## src/hdl/catcd_consts.vh

```
`ifndef CATCD_CONSTS_VH
`define CATCD_CONSTS_VH

// Register byte offsets.
`define CATCD_OFF_HDR   12'h000
`define CATCD_OFF_LEN   12'h004
`define CATCD_OFF_CMD   12'h008
`define CATCD_OFF_CTRL  12'h00C
`define CATCD_OFF_RESP  12'h010
`define CATCD_OFF_STAT  12'h014
`define CATCD_OFF_PEND  12'h018

// Header register fields, low bit of each byte.
`define CATCD_HDR_INS   0
`define CATCD_HDR_P1    8
`define CATCD_HDR_P2    16
`define CATCD_HDR_LC    24

// Length register fields.
`define CATCD_LEN_LE    0
`define CATCD_LEN_LEP   8
`define CATCD_LEN_LCP   9

// Command register bits.
`define CATCD_CMD_GO    0
`define CATCD_CMD_RST   1

// Control register bits.
`define CATCD_CTRL_APP  0
`define CATCD_CTRL_LEG  1

// Status register fields.
`define CATCD_STAT_SW   0
`define CATCD_STAT_CLS  16
`define CATCD_STAT_ACC  19
`define CATCD_STAT_PV   20
`define CATCD_STAT_1ST  21
`define CATCD_STAT_KSP  22
`define CATCD_STAT_KIM  23
`define CATCD_STAT_KNM  24

// Reset values.
`define CATCD_RST_BYTE  8'h00
`define CATCD_RST_CTRL  2'h0
`define CATCD_RST_SW    16'h0000
`define CATCD_RST_CLS   3'h0
`define CATCD_RST_KNUM  5'h00

`endif

```

## src/hdl/catcd_decoder.v

```verilog
`timescale 1ns/100ps
`include "catcd_consts.vh"
// Notes on behaviour
// - Authenticate needs P1 zero; algorithm comes from the selected application.
// - P2 b8 picks global or specific key, b7-b6 zero, number 01-1F.
// - P2 all zero means implicit key of the selected application.
// - Authenticate needs Lc and Le; response is limited to Le bytes.
// - Envelope needs P1 P2 zero and Lc; optional Le caps the response.
// - Fetch needs P1 P2 zero, no Lc, Le present; answer up to Le.
// - Only authenticate, search record, select and increase leave pending data; an authenticate refused for P2 b7-b6 nonzero keeps earlier pending data.
// - Get response out of sequence answers technical problem status.
// - Legacy mode accepts get response as first command after activation.
module catcd_decoder #(
    parameter [7:0]  INS_AUTH = 8'h88,
    parameter [7:0]  INS_TP   = 8'h10,
    parameter [7:0]  INS_ENV  = 8'hC2,
    parameter [7:0]  INS_FET  = 8'h12,
    parameter [7:0]  INS_TR   = 8'h14,
    parameter [7:0]  INS_GR   = 8'hC0,
    parameter [7:0]  INS_SRCH = 8'hA2,
    parameter [7:0]  INS_SEL  = 8'hA4,
    parameter [7:0]  INS_INC  = 8'h32,
    parameter [15:0] SW_OK    = 16'h9000,
    parameter [15:0] SW_P1P2  = 16'h6B00,
    parameter [15:0] SW_LEN   = 16'h6700,
    parameter [15:0] SW_INS   = 16'h6D00,
    parameter [15:0] SW_COND  = 16'h6985,
    parameter [15:0] SW_TECH  = 16'h6F00
) (
    input  wire        pclk,
    input  wire        presetn,
    input  wire        psel,
    input  wire        penable,
    input  wire        pwrite,
    input  wire [11:0] paddr,
    input  wire [31:0] pwdata,
    output reg  [31:0] prdata,
    output reg         pready,
    output reg         pslverr,
    output reg         dec_done,
    output reg  [2:0]  dec_class,
    output reg         dec_accept,
    output reg  [7:0]  resp_max
);

localparam [2:0] CL_OTHER = 3'h0;
localparam [2:0] CL_AUTH  = 3'h1;
localparam [2:0] CL_TP    = 3'h2;
localparam [2:0] CL_ENV   = 3'h3;
localparam [2:0] CL_FET   = 3'h4;
localparam [2:0] CL_TR    = 3'h5;
localparam [2:0] CL_GR    = 3'h6;
localparam [2:0] CL_PROD  = 3'h7;

reg  [7:0]  ins;
reg  [7:0]  p1;
reg  [7:0]  p2;
reg  [7:0]  lc;
reg  [7:0]  le;
reg         le_pres;
reg         lc_pres;
reg         app_sel;
reg         legacy_ok;
reg  [7:0]  pend_len;
reg  [15:0] sw;
reg  [2:0]  cls;
reg         accept;
reg         pend_valid;
reg  [7:0]  pend_src;
reg         first_cmd;
reg         key_spec;
reg         key_impl;
reg  [4:0]  key_num;

reg  [15:0] next_sw;
reg  [2:0]  next_cls;
reg         next_pend_valid;
reg  [7:0]  next_pend_src;
reg         next_key_spec;
reg         next_key_impl;
reg  [4:0]  next_key_num;
reg  [7:0]  next_resp;
reg  [31:0] next_rdata;
reg         next_err;

wire        wr_en = psel & penable & pwrite & pready;
wire        setup = psel & ~penable;
wire        go    = wr_en && (paddr == `CATCD_OFF_CMD) && pwdata[`CATCD_CMD_GO];
wire        rst_s = wr_en && (paddr == `CATCD_OFF_CMD) && pwdata[`CATCD_CMD_RST];

// Checks the zero parameter bytes first, then the length fields.
function [15:0] hdr_sw;
    input [7:0] a;
    input [7:0] b;
    input       len_bad;
    begin
        if (a != 8'h00 || b != 8'h00) begin
            hdr_sw = SW_P1P2;
        end else if (len_bad) begin
            hdr_sw = SW_LEN;
        end else begin
            hdr_sw = SW_OK;
        end
    end
endfunction

// Decodes the held command header into a status and pending state.
always @* begin
    next_sw         = SW_INS;
    next_cls        = CL_OTHER;
    next_pend_valid = 1'b0;
    next_pend_src   = pend_src;
    next_key_spec   = key_spec;
    next_key_impl   = key_impl;
    next_key_num    = key_num;
    next_resp       = 8'h00;
    case (ins)
        INS_AUTH: begin
            next_cls = CL_AUTH;
            if (!app_sel) begin
                next_sw = SW_COND;
            end else if (p1 != 8'h00) begin
                next_sw = SW_P1P2;
            end else if (p2[6:5] != 2'b00) begin
                next_sw         = SW_P1P2;
                next_pend_valid = pend_valid;
            end else if (p2 != 8'h00 && p2[4:0] == 5'h00) begin
                next_sw = SW_P1P2;
            end else if (!lc_pres || !le_pres) begin
                next_sw = SW_LEN;
            end else begin
                next_sw         = SW_OK;
                next_key_spec   = p2[7];
                next_key_num    = p2[4:0];
                next_key_impl   = (p2 == 8'h00);
                next_resp       = le;
                next_pend_valid = 1'b1;
                next_pend_src   = ins;
            end
        end
        INS_TP: begin
            next_cls = CL_TP;
            next_sw  = hdr_sw(p1, p2, !lc_pres || le_pres);
        end
        INS_ENV: begin
            next_cls  = CL_ENV;
            next_sw   = hdr_sw(p1, p2, !lc_pres);
            next_resp = le_pres ? le : 8'h00;
        end
        INS_FET: begin
            next_cls  = CL_FET;
            next_sw   = hdr_sw(p1, p2, lc_pres || !le_pres);
            next_resp = le;
        end
        INS_TR: begin
            next_cls = CL_TR;
            next_sw  = hdr_sw(p1, p2, !lc_pres || le_pres);
        end
        INS_GR: begin
            next_cls = CL_GR;
            if (hdr_sw(p1, p2, lc_pres) != SW_OK) begin
                next_sw = hdr_sw(p1, p2, lc_pres);
            end else if (pend_valid) begin
                if (le_pres && le != 8'h00 && le != pend_len) begin
                    next_sw = SW_LEN;
                end else begin
                    next_sw   = SW_OK;
                    next_resp = (le_pres && le != 8'h00) ? le : pend_len;
                end
            end else if (first_cmd && legacy_ok) begin
                next_sw       = SW_OK;
                next_pend_src = INS_SEL;
                next_resp     = (le_pres && le != 8'h00) ? le : pend_len;
            end else begin
                next_sw = SW_TECH;
            end
        end
        INS_SRCH, INS_SEL, INS_INC: begin
            next_cls        = CL_PROD;
            next_sw         = SW_OK;
            next_pend_valid = 1'b1;
            next_pend_src   = ins;
        end
        default: begin
            next_sw = SW_INS;
        end
    endcase
end

// Read data and error answer, prepared in the setup cycle.
always @* begin
    next_err = 1'b0;
    case (paddr)
        `CATCD_OFF_HDR: begin
            next_rdata = {lc, p2, p1, ins};
        end
        `CATCD_OFF_LEN: begin
            next_rdata = {22'h000000, lc_pres, le_pres, le};
        end
        `CATCD_OFF_CMD: begin
            next_rdata = 32'h00000000;
        end
        `CATCD_OFF_CTRL: begin
            next_rdata = {30'h00000000, legacy_ok, app_sel};
        end
        `CATCD_OFF_RESP: begin
            next_rdata = {24'h000000, pend_len};
        end
        `CATCD_OFF_STAT: begin
            next_rdata = {3'h0, key_num, key_impl, key_spec, first_cmd,
                          pend_valid, accept, cls, sw};
        end
        `CATCD_OFF_PEND: begin
            next_rdata = {8'h00, resp_max, pend_src, pend_len};
        end
        default: begin
            next_rdata = 32'h00000000;
            next_err   = 1'b1;
        end
    endcase
end

// Bus answer: no wait states, data and error registered at setup.
always @(posedge pclk or negedge presetn) begin
    if (!presetn) begin
        pready  <= 1'b0;
        prdata  <= 32'h00000000;
        pslverr <= 1'b0;
    end else begin
        pready <= 1'b1;
        if (setup) begin
            prdata  <= pwrite ? 32'h00000000 : next_rdata;
            pslverr <= next_err;
        end
    end
end

// Software writable registers.
always @(posedge pclk or negedge presetn) begin
    if (!presetn) begin
        ins       <= `CATCD_RST_BYTE;
        p1        <= `CATCD_RST_BYTE;
        p2        <= `CATCD_RST_BYTE;
        lc        <= `CATCD_RST_BYTE;
        le        <= `CATCD_RST_BYTE;
        le_pres   <= 1'b0;
        lc_pres   <= 1'b0;
        app_sel   <= 1'b0;
        legacy_ok <= 1'b0;
        pend_len  <= `CATCD_RST_BYTE;
    end else if (wr_en) begin
        if (paddr == `CATCD_OFF_HDR) begin
            ins <= pwdata[`CATCD_HDR_INS +: 8];
            p1  <= pwdata[`CATCD_HDR_P1 +: 8];
            p2  <= pwdata[`CATCD_HDR_P2 +: 8];
            lc  <= pwdata[`CATCD_HDR_LC +: 8];
        end
        if (paddr == `CATCD_OFF_LEN) begin
            le      <= pwdata[`CATCD_LEN_LE +: 8];
            le_pres <= pwdata[`CATCD_LEN_LEP];
            lc_pres <= pwdata[`CATCD_LEN_LCP];
        end
        if (paddr == `CATCD_OFF_CTRL) begin
            app_sel   <= pwdata[`CATCD_CTRL_APP];
            legacy_ok <= pwdata[`CATCD_CTRL_LEG];
        end
        if (paddr == `CATCD_OFF_RESP) begin
            pend_len <= pwdata[7:0];
        end
    end
end

// Decode result and sequence state, updated on the go write.
always @(posedge pclk or negedge presetn) begin
    if (!presetn) begin
        sw         <= `CATCD_RST_SW;
        cls        <= `CATCD_RST_CLS;
        accept     <= 1'b0;
        pend_valid <= 1'b0;
        pend_src   <= `CATCD_RST_BYTE;
        first_cmd  <= 1'b1;
        key_spec   <= 1'b0;
        key_impl   <= 1'b0;
        key_num    <= `CATCD_RST_KNUM;
        dec_done   <= 1'b0;
        dec_class  <= `CATCD_RST_CLS;
        dec_accept <= 1'b0;
        resp_max   <= `CATCD_RST_BYTE;
    end else begin
        dec_done <= go;
        if (go) begin
            sw         <= next_sw;
            cls        <= next_cls;
            accept     <= (next_sw == SW_OK);
            pend_valid <= next_pend_valid;
            pend_src   <= next_pend_src;
            first_cmd  <= 1'b0;
            key_spec   <= next_key_spec;
            key_impl   <= next_key_impl;
            key_num    <= next_key_num;
            dec_class  <= next_cls;
            dec_accept <= (next_sw == SW_OK);
            resp_max   <= next_resp;
        end else if (rst_s) begin
            pend_valid <= 1'b0;
            first_cmd  <= 1'b1;
        end
    end
end

endmodule // catcd_decoder

```

## config.mk

```make
export PLATFORM = sky130hd
export DESIGN_NAME = catcd_decoder
export DESIGN_NICKNAME = d
export VERILOG_FILES = /design/src/hdl/catcd_decoder.v
export VERILOG_INCLUDE_DIRS = /design/src /design/src/hdl
export SDC_FILE = /design/constraint.sdc
export NUM_CORES = 1
export LEC_CHECK = 0
export BUFFER_PORTS_ARGS = -buffer_cell sky130_fd_sc_hd__buf_2
export CORE_ASPECT_RATIO = 0.9
export CORE_MARGIN = 1.5
export CORE_UTILIZATION = 61
export CTS_BUF_LIST = sky130_fd_sc_hd__clkbuf_4 sky130_fd_sc_hd__clkbuf_8 sky130_fd_sc_hd__clkbuf_16
export DETAILED_ROUTE_END_ITERATION = 16
export PLACE_DENSITY = 0.9
export SLEW_MARGIN = 10
export SYNTH_ARGS = -nofsm -noshare
export SYNTH_HDL_FRONTEND = slang
export SYNTH_SLANG_ARGS = --single-unit
```

## constraint.sdc

```tcl
create_clock -name pclk -period 3.5 [get_ports pclk]
set_input_delay 0.175 -clock pclk [delete_from_list [all_inputs] [get_ports pclk]]
set_output_delay 0.175 -clock pclk [all_outputs]
set_load 0.01 [all_outputs]
```

==> impl_summary.txt <==
----------------------------------------------------
[Synthesis]
  Netlist area before placement ... 0.00583 mm²
  Fraction of the yosys area taken by sequential cells ... 52.4%
  Number of nets in the synthesized netlist ... approximately 570
  Unique masters post-synth ... roughly 70
  Post-synth top area share ... 51.9%
  Synth area leader ... sky130_fd_sc_hd__dfrtp_1
  Count of warnings emitted by yosys ... 0
  Number of synthesized flops with an enable pin ... 0
  Cell types with the largest area share after synthesis ... sky130_fd_sc_hd__dfrtp_1 52%, sky130_fd_sc_hd__mux2_2 11%, sky130_fd_sc_hd__nand2_1 4.4%
  Leading register cell type out of synthesis ... sky130_fd_sc_hd__dfrtp_1
  Synthesized area per cell ... roughly 11 µm²
  Async SR Flop Fraction ... 100%
  Number of instances in the synthesized netlist ... 522
  Number of synthesized register bits ... 122

[Floorplanning]
  Effective utilization at floorplan ... 63.3%
  Chip height ... 95.8 µm
  Placeable Area ... 0.00921 mm²
  I/O pin count ... 96
  Row Count ... 33
  Die Outline Area ... 0.0102 mm²
  Die extent in x ... 106 µm

[Final layout]
  Fraction of layout instances using a drive strength above 1 ... 33.2%
  Post-route standard cell area excluding fillers ... 0.00738 mm²
  Area Growth Syn to Fin ... 26.7%
  Count of nets after finishing ... 699
  Post-Route Utilization ... 80.2%

[Critical path]
  WS Path Type ... reg -> reg
  Peak fanout along the critical path ... 18
  Required time of the worst setup path ... 3.89 ns
  Slowest cell on the critical path ... sky130_fd_sc_hd__clkinv_1
  Startpoint of the worst-slack reg-to-reg timing path ... pready
  Combined buffer and inverter count along the critical path ... 1
  Launching element type of the critical path ... register
  End point of the critical path ... key_num[3]
  Chain of cells forming the critical path ... nand4_1, nor2_1, nand3_1, clkinv_1, nand4_1, mux2_2
  Delay of the slowest cell on the worst path ... 0.50 ns
  Arrival time of data at the critical path endpoint ... 3.22 ns
  Kind of capture point of the worst setup path ... register
  Most used cell along the critical path ... sky130_fd_sc_hd__nand4_1
  Worst flop-to-flop path endpoint ... key_num[3]
  Stages on worst setup path ... 6
  Beginning of the critical path ... pready
  Worst reg2reg setup slack ... 0.67 ns
  R2R depth ... 6
  Top cell family by delay on the critical path ... simple AND/OR/NAND/NOR gates

[Place]
  DP Area ... 0.00641 mm²
  Worst slack at placement ... about 0.64 ns
  Global placer's final weighted congestion ... 0.986
  Placed wire-length estimate ... 11.7 mm
  Count of buffers inserted at the top-level ports ... 95

[Flow run]
  Number of max-cap violations ... 0

[Power and ir drop]
  Peak VDD IR ... 300 µV
  Clock network fraction of design power ... 55.1%
  Internal power consumption ... 2.70 mW
  Power, Total ... 3.42 mW
  Power Dens Cells ... 463 mW/mm²
  Share of total power in combinational logic ... about 3.5%
  Sw Pwr ... between 0.7 and 0.8 mW
  Switching fraction of total power ... 21.2%
  Pleak ... 3.56 nW
  Part of the total power dissipated in sequential elements ... 41.4%

[GRT]
  First-pass GRT wire length ... around 28 mm
  Vias in the first global route ... 5067
  Maximum number of pins on one net before global-route repair ... 70
  Total global routing track utilization ... 36.7%
  Remaining global-route overflow ... 0
  Number of antenna violations at the first check in global routing ... 1

[CTS]
  Bufs on Longest Clock Path ... 2
  Root cell of the clock tree ... sky130_fd_sc_hd__clkbuf_8
  Total setup buffers inserted after CTS ... 0
  Hold buffer count at CTS ... 33
  CTS tree ... built
  Clock latency on the worst-skew pair ... 0.51 ns
  Resize count post-CTS ... 0
  Number of buffers created by CTS ... 17
  Count of clock tree sinks ... about 120
  Count of H-tree levels built during CTS ... 4
  Clock input transition at the sequential cells of the worst setup and hold paths ... around 0.060 ns

[Drt]
  Remaining routing DRC violations ... 0
  Vias/cell ... between 6 and 7
  Length of the first detailed-routing pass in iterations ... 8
  Detailed Route WL ... 18.0 mm
  Vias after detailed routing ... between 5000 and 6000
  Routed length per placed instance ... roughly 23 µm
  Number of design-rule violations left by the first detailed-router iteration ... 677
  Antenna viol nets, final ... 0

[Timing]
  Final Hold Viols ... 0
  Setup repair after global routing missed its margin ... no
  Timing-limited maximum frequency ... 353 MHz
  Tightest Pin Transition ... 0.974 ns
  Post-layout minimum cycle time ... 2.83 ns
  Number of setup violations in the final report ... 0
  Worst max-slew margin expressed relative to the limit ... 35.1%
  Fin Setup TNS ... 0 ns
  Setup skew after layout ... 0.00975 ns
  Final setup slack of the worst path ... 0.668 ns
  Max-slew violation count ... 0
  Share of the clock period used by the worst path after layout ... between 80 and 90%

[Min path]
  Hold/Removal Path Class ... in -> reg

[Outcome]
  Status ... complete, no violations

----------------------------------------------------
-- logic make-up after synthesis --
logic type / Yosys count / share of synthesized area [%]
simple gates: 162 / 14.8
compound gates: 132 / 16.5
flops: 122 / 52.4
mux: 63 / 12.4
buf+inv: 32 / 2.34
xor+xnor: 10 / 1.50
other cells: 1 / 0.0643
-- routing by layer --
metal	routed length (µm)	share of wire (%)	global-route usage (%)	up-vias
met3	1830	10	7.79	67
met4	567	3.1	16.1	0
li1	-	-	-	2214
met1	6990	39	48.0	2554
met2	8640	48	59.9	372
met5	0	0	0	-
-- registers in the layout, summed over array words and instances, names as in the netlist, 3 cells and up --
signal    flops
cls           3
ins           8
key_num       5
lc            8
le            8
p1            8
p2            8
pend_len      8
pend_src      8
prdata       32
resp_max      8
sw            6
-- layout by cell type (no fill, tap or decap), types with 10 or more instances in the layout --
master	count
sky130_fd_sc_hd__a21o_1	12
sky130_fd_sc_hd__a222oi_1	20
sky130_fd_sc_hd__buf_2	94
sky130_fd_sc_hd__buf_4	12
sky130_fd_sc_hd__clkbuf_16	16
sky130_fd_sc_hd__dfrtp_1	121
sky130_fd_sc_hd__dlygate4sd3_1	33
sky130_fd_sc_hd__mux2_2	58
sky130_fd_sc_hd__nand2_1	68
sky130_fd_sc_hd__nand3_1	13
sky130_fd_sc_hd__nand4_1	10
sky130_fd_sc_hd__nor2_1	20
sky130_fd_sc_hd__o21ai_0	48
-- power by group through the flow --
stage,clock [mW],sequential (mW),combinational (mW)
3_3_place_gp,0,1.44,0.0850
3_5_place_dp,0,1.44,0.0890
2_1_floorplan,0,1.44,0.0197
6_report,1.89,1.42,0.119
5_1_grt,1.95,1.42,0.133
4_1_cts,1.89,1.42,0.118
-- cell usage after synthesis, types with 4 or more instances --
cell,count
sky130_fd_sc_hd__dfrtp_1,121
sky130_fd_sc_hd__nand2_1,68
sky130_fd_sc_hd__mux2_2,58
sky130_fd_sc_hd__o21ai_0,48
sky130_fd_sc_hd__a222oi_1,20
sky130_fd_sc_hd__nor2_1,20
sky130_fd_sc_hd__clkbuf_1,16
sky130_fd_sc_hd__nand3_1,13
sky130_fd_sc_hd__a21o_1,12
sky130_fd_sc_hd__nand4_1,10
sky130_fd_sc_hd__buf_2,9
sky130_fd_sc_hd__nor4_1,9
sky130_fd_sc_hd__xnor2_1,9
sky130_fd_sc_hd__a21oi_1,7
sky130_fd_sc_hd__a31oi_1,6
sky130_fd_sc_hd__a22o_1,5
sky130_fd_sc_hd__a22oi_1,5
sky130_fd_sc_hd__a221oi_1,4
sky130_fd_sc_hd__mux2_4,4
sky130_fd_sc_hd__nand2b_1,4
sky130_fd_sc_hd__nand4b_1,4
sky130_fd_sc_hd__nor2b_1,4
sky130_fd_sc_hd__nor3_1,4
sky130_fd_sc_hd__o211ai_1,4
-- worst min-delay path: cells and delay by family --
| family | cells | cell delay [ns] |
|---|---|---|
| compound gates | 1 | 0.06 |
| simple gates | 2 | 0.15 |
| buf+inv | 1 | 0.11 |
-- worst min path at each step --
stage | startpoint | endpoint | slack (ns) | cells after the start
floorplan | presetn | accept | -0.12 | 0
global placement | presetn | prdata[0] | 0.32 | 1
detailed placement | presetn | ins[1] | 0.35 | 1
CTS | penable | prdata[29] | 0.02 | 4
global route | penable | prdata[31] | 0.05 | 4
finish | penable | prdata[29] | 0.02 | 4
-- final cells by class --
cell class,count,area [µm²]
sequential,122,3050
multi-input combinational,368,2640
fill,555,1820
timing repair buffer,139,891
clock buffer,17,414
clock inverter,14,223
tap,122,153
inverter,2,7.51
antenna,1,2.50
-- through the flow --
stage | std cells | hold slack, ns
after floorplan | 522 | -0.121
after detailed placement | 720 | 0.348
final | 785 | 0.0243
after CTS | 784 | 0.0178
after global placement | 720 | 0.323
after global routing | 785 | 0.0468
(Power assumes the default switching activity.)
